## src/verilog/crf_defines.svh

```systemverilog
// constants for the cpu core register file: offsets, field positions, reset values
`ifndef CRF_DEFINES_SVH
`define CRF_DEFINES_SVH

// ============================================================
// apb map: byte address = {bank, register id} * 4
`define CRF_APB_ADDR_W 12
`define CRF_APB_BANK_BIT 7
`define CRF_APB_ID_MSB 6
`define CRF_APB_ID_LSB 2
`define CRF_APB_BANK1_BASE 12'h080
`define CRF_APB_TOP_MSB 11
`define CRF_APB_TOP_LSB 8

// ============================================================
// widths
`define CRF_WORD_W 16
`define CRF_LONG_W 20
`define CRF_FLAG_W 11
`define CRF_NUM_BANKS 2
`define CRF_NUM_DATA 4

// ============================================================
// flag bit positions
`define CRF_FLG_CARRY 0
`define CRF_FLG_DEBUG 1
`define CRF_FLG_ZERO 2
`define CRF_FLG_SIGN 3
`define CRF_FLG_BANK 4
`define CRF_FLG_OVF 5
`define CRF_FLG_INTEN 6
`define CRF_FLG_STACK 7
`define CRF_FLG_IPL_MSB 10
`define CRF_FLG_IPL_LSB 8

// ============================================================
// reset values
`define CRF_RST_WORD 16'h0000
`define CRF_RST_LONG 20'h00000
`define CRF_RST_FLAGS 11'h000
`define CRF_RST_BUS 32'h00000000

`endif

```

## src/verilog/crf_pkg.sv

```systemverilog
// types shared by the cpu core register file
package crf_pkg;

  // ============================================================
  // register selectors for operand, write and apb access
  typedef enum logic [4:0] {
    ID_DATA_ZERO = 5'h00,
    ID_DATA_ONE = 5'h01,
    ID_DATA_TWO = 5'h02,
    ID_DATA_THREE = 5'h03,
    ID_D0_LOWER = 5'h04,
    ID_D0_UPPER = 5'h05,
    ID_D1_LOWER = 5'h06,
    ID_D1_UPPER = 5'h07,
    ID_WIDE_LOW = 5'h08,
    ID_WIDE_HIGH = 5'h09,
    ID_ADDR_ZERO = 5'h0A,
    ID_ADDR_ONE = 5'h0B,
    ID_WIDE_ADDR = 5'h0C,
    ID_FRAME_BASE = 5'h0D,
    ID_STATIC_BASE = 5'h0E,
    ID_USER_SP = 5'h0F,
    ID_INTR_SP = 5'h10,
    ID_ACTIVE_SP = 5'h11,
    ID_VECTOR_BASE = 5'h12,
    ID_NEXT_INSTR = 5'h13,
    ID_CPU_FLAGS = 5'h14
  } crf_reg_id_t;

  typedef enum logic [1:0] {
    SIZE_BYTE = 2'h0,
    SIZE_WORD = 2'h1,
    SIZE_LONG = 2'h2
  } crf_size_t;

  // write request from the execution unit
  typedef struct packed {
    logic en;
    crf_reg_id_t id;
    logic [31:0] data;
  } crf_wr_t;

  // status update from the alu
  typedef struct packed {
    logic en;
    logic upd_carry;
    logic upd_zero;
    logic upd_sign;
    logic upd_ovf;
    crf_size_t size;
    logic [31:0] result;
    logic carry;
    logic ovf;
  } crf_alu_t;

endpackage
```

## src/verilog/crf_core_regs.sv

```systemverilog
// programmer-visible register set of the cpu core with apb access
//
// Chosen here: the APB register port and the register addresses.
`timescale 1ns/10ps
`include "crf_defines.svh"

// Summary of operation
// - four 16-bit data registers, read and written as operands
// - first two data registers also addressable as separate upper and lower bytes
// - pairs two-zero and three-one form 32-bit operands, higher register on top
// - two 16-bit address registers usable as pointers and operands
// - address registers pair to 32 bits with register one on top
// - 16-bit frame base register
// - 20-bit vector table base register
// - 20-bit program counter holding next instruction address
// - separate 16-bit user and interrupt stack pointers
// - stack-select flag picks the active stack pointer
// - 16-bit static base register
// - flag register is 11 bits wide
// - carry flag takes alu carry, borrow or shifted-out bit
// - zero flag set when result is zero, else cleared
// - sign flag set when result is negative, else cleared
// - bank flag selects bank for data, address and frame base
// - overflow flag set on signed overflow, else cleared
module crf_core_regs (
  input wire logic core_clk,
  input wire logic rst_b,
  input wire logic psel,
  input wire logic penable,
  input wire logic pwrite,
  input wire logic [`CRF_APB_ADDR_W-1:0] paddr,
  input wire logic [31:0] pwdata,
  output logic [31:0] prdata,
  output logic pready,
  output logic pslverr,
  input crf_pkg::crf_reg_id_t rd_id [2],
  output logic [31:0] rd_data [2],
  input crf_pkg::crf_wr_t ex_wr,
  input crf_pkg::crf_alu_t alu,
  input wire logic pc_step_en,
  input wire logic [2:0] pc_step_len,
  output logic [`CRF_FLAG_W-1:0] cpu_flags,
  output logic [`CRF_LONG_W-1:0] next_instr_ptr
);

  // ============================================================
  // storage
  logic [15:0] data_q [`CRF_NUM_BANKS][`CRF_NUM_DATA];
  logic [15:0] addr_q [`CRF_NUM_BANKS][2];
  logic [15:0] frame_base_q [`CRF_NUM_BANKS];
  logic [15:0] static_base_q;
  logic [15:0] user_stack_ptr_q;
  logic [15:0] interrupt_stack_ptr_q;
  logic [19:0] vector_table_base_q;
  logic [19:0] next_instr_ptr_q;
  logic [10:0] cpu_flags_q;
  logic [10:0] cpu_flags_d;
  logic [31:0] prdata_q;
  logic pready_q;
  logic pslverr_q;
  logic [31:0] rd_data_q [2];

  // write selected this cycle, with the bank it targets
  logic wr_en;
  logic wr_bank;
  crf_pkg::crf_reg_id_t wr_id;
  logic [31:0] wr_data;

  logic cur_bank;
  logic apb_hit;
  logic apb_ok;
  logic apb_bank;
  crf_pkg::crf_reg_id_t apb_id;

  assign cur_bank = cpu_flags_q[`CRF_FLG_BANK];

  // ============================================================
  // read decode, shared by operand ports and apb
  function automatic logic is_banked(input crf_pkg::crf_reg_id_t id);
    is_banked = (id <= crf_pkg::ID_WIDE_ADDR) || (id == crf_pkg::ID_FRAME_BASE);
  endfunction

  function automatic logic [31:0] read_reg(input crf_pkg::crf_reg_id_t id, input logic b);
    read_reg = 32'h00000000;
    case (id)
      crf_pkg::ID_DATA_ZERO: read_reg = {16'h0000, data_q[b][0]};
      crf_pkg::ID_DATA_ONE: read_reg = {16'h0000, data_q[b][1]};
      crf_pkg::ID_DATA_TWO: read_reg = {16'h0000, data_q[b][2]};
      crf_pkg::ID_DATA_THREE: read_reg = {16'h0000, data_q[b][3]};
      crf_pkg::ID_D0_LOWER: read_reg = {24'h000000, data_q[b][0][7:0]};
      crf_pkg::ID_D0_UPPER: read_reg = {24'h000000, data_q[b][0][15:8]};
      crf_pkg::ID_D1_LOWER: read_reg = {24'h000000, data_q[b][1][7:0]};
      crf_pkg::ID_D1_UPPER: read_reg = {24'h000000, data_q[b][1][15:8]};
      crf_pkg::ID_WIDE_LOW: read_reg = {data_q[b][2], data_q[b][0]};
      crf_pkg::ID_WIDE_HIGH: read_reg = {data_q[b][3], data_q[b][1]};
      crf_pkg::ID_ADDR_ZERO: read_reg = {16'h0000, addr_q[b][0]};
      crf_pkg::ID_ADDR_ONE: read_reg = {16'h0000, addr_q[b][1]};
      crf_pkg::ID_WIDE_ADDR: read_reg = {addr_q[b][1], addr_q[b][0]};
      crf_pkg::ID_FRAME_BASE: read_reg = {16'h0000, frame_base_q[b]};
      crf_pkg::ID_STATIC_BASE: read_reg = {16'h0000, static_base_q};
      crf_pkg::ID_USER_SP: read_reg = {16'h0000, user_stack_ptr_q};
      crf_pkg::ID_INTR_SP: read_reg = {16'h0000, interrupt_stack_ptr_q};
      crf_pkg::ID_ACTIVE_SP:
      begin
        if (cpu_flags_q[`CRF_FLG_STACK])
          read_reg = {16'h0000, user_stack_ptr_q};
        else
          read_reg = {16'h0000, interrupt_stack_ptr_q};
      end
      crf_pkg::ID_VECTOR_BASE: read_reg = {12'h000, vector_table_base_q};
      crf_pkg::ID_NEXT_INSTR: read_reg = {12'h000, next_instr_ptr_q};
      crf_pkg::ID_CPU_FLAGS: read_reg = {21'h000000, cpu_flags_q};
      default: read_reg = 32'h00000000;
    endcase
  endfunction

  // ============================================================
  // operand read ports, registered
  genvar gp;
  generate
    for (gp = 0; gp < 2; gp++)
    begin : g_rd
      always_ff @(posedge core_clk)
      begin
        if (!rst_b)
          rd_data_q[gp] <= `CRF_RST_BUS;
        else
          rd_data_q[gp] <= read_reg(rd_id[gp], cur_bank);
      end
      assign rd_data[gp] = rd_data_q[gp];
    end
  endgenerate

  // ============================================================
  // apb slave: one wait state, stalls while the execution unit writes
  assign apb_bank = paddr[`CRF_APB_BANK_BIT];
  assign apb_id = crf_pkg::crf_reg_id_t'(paddr[`CRF_APB_ID_MSB:`CRF_APB_ID_LSB]);
  assign apb_ok = (paddr[`CRF_APB_TOP_MSB:`CRF_APB_TOP_LSB] == 4'h0) &&
                  (paddr[1:0] == 2'h0) &&
                  (paddr[`CRF_APB_ID_MSB:`CRF_APB_ID_LSB] <= 5'h14) &&
                  (!apb_bank || is_banked(apb_id));
  assign apb_hit = psel && penable && !pready_q && !ex_wr.en;

  always_ff @(posedge core_clk)
  begin
    if (!rst_b)
    begin
      pready_q <= 1'b0;
      pslverr_q <= 1'b0;
      prdata_q <= `CRF_RST_BUS;
    end
    else
    begin
      pready_q <= apb_hit;
      if (apb_hit)
      begin
        pslverr_q <= !apb_ok;
        prdata_q <= (apb_ok && !pwrite) ? read_reg(apb_id, apb_bank) : `CRF_RST_BUS;
      end
      else
      begin
        pslverr_q <= 1'b0;
        prdata_q <= `CRF_RST_BUS;
      end
    end
  end

  assign prdata = prdata_q;
  assign pready = pready_q;
  assign pslverr = pslverr_q;

  // ============================================================
  // write arbitration: execution unit first, apb otherwise
  always_comb
  begin
    wr_en = 1'b0;
    wr_bank = cur_bank;
    wr_id = ex_wr.id;
    wr_data = ex_wr.data;
    if (ex_wr.en)
      wr_en = 1'b1;
    else if (apb_hit && apb_ok && pwrite)
    begin
      wr_en = 1'b1;
      wr_bank = apb_bank;
      wr_id = apb_id;
      wr_data = pwdata;
    end
  end

  // ============================================================
  // banked data registers
  always_ff @(posedge core_clk)
  begin
    if (!rst_b)
    begin
      for (int b = 0; b < `CRF_NUM_BANKS; b++)
        for (int i = 0; i < `CRF_NUM_DATA; i++)
          data_q[b][i] <= `CRF_RST_WORD;
    end
    else if (wr_en)
    begin
      case (wr_id)
        crf_pkg::ID_DATA_ZERO: data_q[wr_bank][0] <= wr_data[15:0];
        crf_pkg::ID_DATA_ONE: data_q[wr_bank][1] <= wr_data[15:0];
        crf_pkg::ID_DATA_TWO: data_q[wr_bank][2] <= wr_data[15:0];
        crf_pkg::ID_DATA_THREE: data_q[wr_bank][3] <= wr_data[15:0];
        crf_pkg::ID_D0_LOWER: data_q[wr_bank][0][7:0] <= wr_data[7:0];
        crf_pkg::ID_D0_UPPER: data_q[wr_bank][0][15:8] <= wr_data[7:0];
        crf_pkg::ID_D1_LOWER: data_q[wr_bank][1][7:0] <= wr_data[7:0];
        crf_pkg::ID_D1_UPPER: data_q[wr_bank][1][15:8] <= wr_data[7:0];
        crf_pkg::ID_WIDE_LOW:
        begin
          data_q[wr_bank][0] <= wr_data[15:0];
          data_q[wr_bank][2] <= wr_data[31:16];
        end
        crf_pkg::ID_WIDE_HIGH:
        begin
          data_q[wr_bank][1] <= wr_data[15:0];
          data_q[wr_bank][3] <= wr_data[31:16];
        end
        default:
        begin
        end
      endcase
    end
  end

  // ============================================================
  // banked address and frame base registers
  always_ff @(posedge core_clk)
  begin
    if (!rst_b)
    begin
      for (int b = 0; b < `CRF_NUM_BANKS; b++)
      begin
        addr_q[b][0] <= `CRF_RST_WORD;
        addr_q[b][1] <= `CRF_RST_WORD;
        frame_base_q[b] <= `CRF_RST_WORD;
      end
    end
    else if (wr_en)
    begin
      case (wr_id)
        crf_pkg::ID_ADDR_ZERO: addr_q[wr_bank][0] <= wr_data[15:0];
        crf_pkg::ID_ADDR_ONE: addr_q[wr_bank][1] <= wr_data[15:0];
        crf_pkg::ID_WIDE_ADDR:
        begin
          addr_q[wr_bank][0] <= wr_data[15:0];
          addr_q[wr_bank][1] <= wr_data[31:16];
        end
        crf_pkg::ID_FRAME_BASE: frame_base_q[wr_bank] <= wr_data[15:0];
        default:
        begin
        end
      endcase
    end
  end

  // ============================================================
  // static base, stack pointers, vector table base
  always_ff @(posedge core_clk)
  begin
    if (!rst_b)
    begin
      static_base_q <= `CRF_RST_WORD;
      user_stack_ptr_q <= `CRF_RST_WORD;
      interrupt_stack_ptr_q <= `CRF_RST_WORD;
      vector_table_base_q <= `CRF_RST_LONG;
    end
    else if (wr_en)
    begin
      case (wr_id)
        crf_pkg::ID_STATIC_BASE: static_base_q <= wr_data[15:0];
        crf_pkg::ID_USER_SP: user_stack_ptr_q <= wr_data[15:0];
        crf_pkg::ID_INTR_SP: interrupt_stack_ptr_q <= wr_data[15:0];
        crf_pkg::ID_ACTIVE_SP:
        begin
          if (cpu_flags_q[`CRF_FLG_STACK])
            user_stack_ptr_q <= wr_data[15:0];
          else
            interrupt_stack_ptr_q <= wr_data[15:0];
        end
        crf_pkg::ID_VECTOR_BASE: vector_table_base_q <= wr_data[19:0];
        default:
        begin
        end
      endcase
    end
  end

  // ============================================================
  // program counter: a load wins over the step
  always_ff @(posedge core_clk)
  begin
    if (!rst_b)
      next_instr_ptr_q <= `CRF_RST_LONG;
    else if (wr_en && wr_id == crf_pkg::ID_NEXT_INSTR)
      next_instr_ptr_q <= wr_data[19:0];
    else if (pc_step_en)
      next_instr_ptr_q <= next_instr_ptr_q + {17'h00000, pc_step_len};
  end

  assign next_instr_ptr = next_instr_ptr_q;

  // ============================================================
  // flags: whole write first, alu status bits on top
  always_comb
  begin
    cpu_flags_d = cpu_flags_q;
    if (wr_en && wr_id == crf_pkg::ID_CPU_FLAGS)
      cpu_flags_d = wr_data[10:0];
    if (alu.en)
    begin
      if (alu.upd_carry)
        cpu_flags_d[`CRF_FLG_CARRY] = alu.carry;
      if (alu.upd_ovf)
        cpu_flags_d[`CRF_FLG_OVF] = alu.ovf;
      if (alu.upd_zero)
      begin
        case (alu.size)
          crf_pkg::SIZE_BYTE: cpu_flags_d[`CRF_FLG_ZERO] = (alu.result[7:0] == 8'h00);
          crf_pkg::SIZE_WORD: cpu_flags_d[`CRF_FLG_ZERO] = (alu.result[15:0] == 16'h0000);
          default: cpu_flags_d[`CRF_FLG_ZERO] = (alu.result == 32'h00000000);
        endcase
      end
      if (alu.upd_sign)
      begin
        case (alu.size)
          crf_pkg::SIZE_BYTE: cpu_flags_d[`CRF_FLG_SIGN] = alu.result[7];
          crf_pkg::SIZE_WORD: cpu_flags_d[`CRF_FLG_SIGN] = alu.result[15];
          default: cpu_flags_d[`CRF_FLG_SIGN] = alu.result[31];
        endcase
      end
    end
  end

  always_ff @(posedge core_clk)
  begin
    if (!rst_b)
      cpu_flags_q <= `CRF_RST_FLAGS;
    else
      cpu_flags_q <= cpu_flags_d;
  end

  assign cpu_flags = cpu_flags_q;

endmodule

```

## config.mk

```make
export PLATFORM = sky130hd
export DESIGN_NAME = crf_core_regs
export DESIGN_NICKNAME = d
export VERILOG_FILES = /design/src/verilog/crf_pkg.sv /design/src/verilog/crf_core_regs.sv
export VERILOG_INCLUDE_DIRS = /design/src /design/src/verilog
export SDC_FILE = /design/constraint.sdc
export NUM_CORES = 1
export LEC_CHECK = 0
export BUFFER_PORTS_ARGS = -buffer_cell sky130_fd_sc_hd__buf_2
export CAP_MARGIN = 20
export CELL_PAD_IN_SITES_DETAIL_PLACEMENT = 2
export CELL_PAD_IN_SITES_GLOBAL_PLACEMENT = 2
export CORE_MARGIN = 2
export CORE_UTILIZATION = 32
export DETAILED_ROUTE_END_ITERATION = 8
export PLACE_DENSITY_LB_ADDON = 0.1
export SLEW_MARGIN = 20
export SYNTH_ARGS = -nofsm -noshare
export SYNTH_HDL_FRONTEND = slang
export SYNTH_SLANG_ARGS = --single-unit
```

## constraint.sdc

```tcl
create_clock -name core_clk -period 4.8 [get_ports core_clk]
set_clock_uncertainty 0.2 [all_clocks]
set_input_delay 0.96 -clock core_clk [delete_from_list [all_inputs] [get_ports core_clk]]
set_output_delay 0.96 -clock core_clk [all_outputs]
set_load 0.01 [all_outputs]
```

==> results list <==
- Share of power burned in registers: 43.4%
- Transition time of the tightest slew-check pin: 1150 ps
- Number of antenna violations at the first check in global routing: 13
- Delay contributed by the slowest stage of the critical path: 450 ps
* Run status: finished clean
- Startpoint kind of the worst setup timing path: input port
- First-pass GRT wire length: 203 mm
- Post-synth EDFFs: 224
- Setup violations remaining at the end of the flow were counted as 0.
- In the final routed layout, each cell accounts on average for 40.0 um.
- The congestion estimate from routability-driven global placement came to 0.994.
- Cell-internal power: 6.63 mW
* Average vias per placed instance: 6.40
- DRT Wirelength: 149 mm
* Post-route setup slack: 1010 ps
- Setup Fix Bufs, Post-CTS: 0
- After the last flow step, the layout net total stands at 2859.
- Accumulated negative setup slack: 0 ps
* Remaining design rule violation count: 0
- Total clock buffers created by CTS: 51
- Met2 Usage GRT: 57.0%
* Total count of max-transition violations in the final report: 0
- Logic pwr share: 13.4%
- TritonCTS built the clock tree.
* Ordered cell list for the critical path: buf_2 > o21ai_1 > nand4_4 > nor3_4 > buf_4 > mux2i_1 > nor2b_1 > nand2_1 > nand2_1 > buf_4
- Worst endpoint required time: 4920 ps
- Routed Antenna Nets: 0
- Leading cell types by total area after synthesis: sky130_fd_sc_hd__edfxtp_1 28%, sky130_fd_sc_hd__dfxtp_1 17%, sky130_fd_sc_hd__mux2i_1 8.2%
* Area share of the leading cell type in the synthesized netlist: 28.2%
- Final cell utilization of the core: 38.6%
- Once layout is complete, the cells apart from fillers number 3726.
- Starting Density: 32.2%
* VDD IR-drop max: 0.265 mV
* Syn Inst Count: 2434
- GRT busiest layer: met2
- Placed Cells: 3629
- The number of nets handed over by synthesis was 2580.
* Share of layout cells above drive strength 1: 25.2%
* Slowest cell on the critical path: sky130_fd_sc_hd__nor3_4
* Overall Global Routing Usage: 37.9%
- The finished cells cover 28600 um2.
- The count of buffers added on input and output ports is 270.
- The Yosys step of the flow raised 0 warnings.
- Setup repair after global routing left no endpoint under its margin.
* Total of flip-flops plus latches after synthesis: 422
- After floorplanning, the core was divided into 100 placement rows.
* MaxCap Viol Count: 0
- Prior to clock tree synthesis, the placed netlist has a worst setup slack of 442 ps.
* First drt pass iteration count: 8
- Clock-pin slew of the registers on the worst-case setup and hold paths: 60 ps
- A synthesized cell averages 9.78 um2.
- Die area: 76600 um2
- Pin count of the biggest net entering global routing: 55
* Post-CTS Hold Buffers: 0
* I/O pins: 271
- Once placement finished, the instance area stood at 26800 um2.
- The tightest min-delay check is of the flip-flop to flip-flop type.
- Worst max-slew margin expressed relative to the limit: 21.0%
* CP Max Fanout: 19
- Number of hold violations in the final report: 0
- The smallest clock period supported by the final layout is computed as 3790 ps.
- Peak clock frequency supported by timing: 0.264 GHz
* Power, Total: 9.35 mW
- Share of power burned in the clock network: 43.2%
- The worst setup path is captured at a flip-flop.
- After synthesis, the share of flip-flops with an asynchronous set or reset is 0%.
* Height of the die: 277 um
- In this run the power density over the cells is 327 nW/um2.
- Number of global-route vias before repair: 24200
- The root buffer cell chosen for the clock tree is sky130_fd_sc_hd__clkbuf_16.
- Total number of clock tree sinks: 422
- Horizontal extent of the die: 277 um
- Signal arrival time at the worst endpoint: 3900 ps
* Total congestion overflow: 0
* 1st-iter DRT viols: 2697
- Level count of the clock H-tree: 2
* P&R area growth vs syn: 19.9%
* Switching share of total power: 29.1%
- Core Footprint: 74100 um2
- Detailed placement ended at an HPWL of 113 mm.
* Met1 demand-to-capacity share in global routing: 50.9%
* Leak Pwr: 11.1 nW
* Fraction of met3 tracks used by global routing: 8.76%
- Number of distinct library cells after synthesis: 79
* Category of the most critical setup path: input port to flip-flop
- Via count: 23800
- In this run the cell area of the synthesized design comes to 23800 um2.
- Switching power summed over all nets: 2.72 mW
* Final cycle utilization of the critical path: 78.9%
- In the synthesized netlist the dominant register cell turns out to be sky130_fd_sc_hd__edfxtp_1.
- Cts repair resizes: 0
- Of all cell types, the one taking the most synthesized area is sky130_fd_sc_hd__edfxtp_1.
- The share of the Yosys chip area taken by registers is 44.9%.
* Buffer levels on the longest clock path: 3
* Tightest hold margin: 343 ps
* Clock latency on the worst-skew pair: 620 ps
[cell usage in the layout, fill, tap and decap left out, types with 14 or more instances in the layout]
cell type and n:
sky130_fd_sc_hd__nand3_1 29, sky130_fd_sc_hd__a22oi_1 67, sky130_fd_sc_hd__clkbuf_16 54, sky130_fd_sc_hd__a221oi_1 78
sky130_fd_sc_hd__clkinv_2 14, sky130_fd_sc_hd__nor3_1 16, sky130_fd_sc_hd__mux2i_1 180, sky130_fd_sc_hd__a21oi_1 106
sky130_fd_sc_hd__a2111oi_0 18, sky130_fd_sc_hd__a222oi_1 18, sky130_fd_sc_hd__edfxtp_1 224, sky130_fd_sc_hd__buf_2 268
sky130_fd_sc_hd__nor2_1 336, sky130_fd_sc_hd__o21ai_0 63, sky130_fd_sc_hd__inv_1 16, sky130_fd_sc_hd__mux2i_2 17
sky130_fd_sc_hd__nand2b_1 14, sky130_fd_sc_hd__a31oi_1 43, sky130_fd_sc_hd__mux2_1 18, sky130_fd_sc_hd__nor2b_1 17
sky130_fd_sc_hd__mux2_2 139, sky130_fd_sc_hd__and3_1 29, sky130_fd_sc_hd__nand2_1 268, sky130_fd_sc_hd__dfxtp_1 197
sky130_fd_sc_hd__buf_4 131, sky130_fd_sc_hd__o211a_1 57, sky130_fd_sc_hd__o22ai_1 63, sky130_fd_sc_hd__o221ai_1 19
[power by group through the flow]
stage | registers [mW] | logic [mW] | clock network [mW]
floorplan | 4.08 | 0.553 | 0
global placement | 4.12 | 1.19 | 0
detailed placement | 4.13 | 1.20 | 0
CTS | 4.05 | 1.21 | 4.09
global route | 4.07 | 1.27 | 4.21
finish | 4.06 | 1.25 | 4.04
[metal layers]
metal	vias to the layer above	wire length (um)
li1	9787	-
met1	12400	61700
met2	1401	64000
met3	295	14800
met4	6	8560
met5	-	40
[final timing paths]
path                           from                  to  slack [ps]  cells past startpoint
setup / recovery           paddr[5]  frame_base_q[0][0]        1010                     10
hold / removal    static_base_q[11]   static_base_q[11]         340                      2
setup reg to reg             pready  frame_base_q[0][0]        1320                      9
hold reg to reg   static_base_q[11]   static_base_q[11]         340                      2
[Yosys cell counts (29+ instances only)]
library cell / n
sky130_fd_sc_hd__mux2_2: 139
sky130_fd_sc_hd__o211a_1: 57
sky130_fd_sc_hd__nand2_1: 269
sky130_fd_sc_hd__o22ai_1: 64
sky130_fd_sc_hd__o21ai_0: 64
sky130_fd_sc_hd__edfxtp_1: 224
sky130_fd_sc_hd__dfxtp_1: 198
sky130_fd_sc_hd__a22oi_1: 67
sky130_fd_sc_hd__mux2i_1: 195
sky130_fd_sc_hd__and3_1: 29
sky130_fd_sc_hd__a21oi_1: 106
sky130_fd_sc_hd__a221oi_1: 78
sky130_fd_sc_hd__nand3_1: 29
sky130_fd_sc_hd__a31oi_1: 43
sky130_fd_sc_hd__buf_2: 44
sky130_fd_sc_hd__nor2_1: 336
sky130_fd_sc_hd__clkbuf_1: 108
[critical path: cells and delay by family]
| family | cells | cell delay [ps] |
|---|---|---|
| simple gates | 5 | 1490 |
| buf+inv | 3 | 750 |
| mux | 1 | 400 |
| compound gates | 1 | 290 |
[cell type report]
type | count | area, um2
sequential | 422 | 10700
clock inverter | 30 | 273
fill | 8080 | 45500
multi-input combinational | 1817 | 12500
tap | 969 | 1210
clock buffer | 66 | 1450
inverter | 17 | 63.8
timing repair buffer | 404 | 2420
antenna | 1 | 2.50
[logic make-up (layout without fill, tap and decap cells)]
kind of cell	after synthesis	in the layout	share of synthesized area, %
DFF	422	422	44.9
and+or+nand+nor	801	801	15.1
other	0	1	0
muxes	356	356	15.9
AOI/OAI and AO/OA	635	635	19.5
adders and majority gates	4	4	0.242
xor gates and xnor gates	21	21	0.804
buffers and inverters	195	517	3.56
[flip-flops by register name, summed over array words and instances, names as in the netlist, named ones only]
name,flops
addr_q,64
cpu_flags,11
data_q,128
frame_base_q,32
interrupt_stack_ptr_q,16
next_instr_ptr,20
prdata,32
pready,1
pslverr,1
rd_data_q,64
static_base_q,16
user_stack_ptr_q,16
vector_table_base_q,20
No activity file was read; power rests on OpenSTA's default activity.
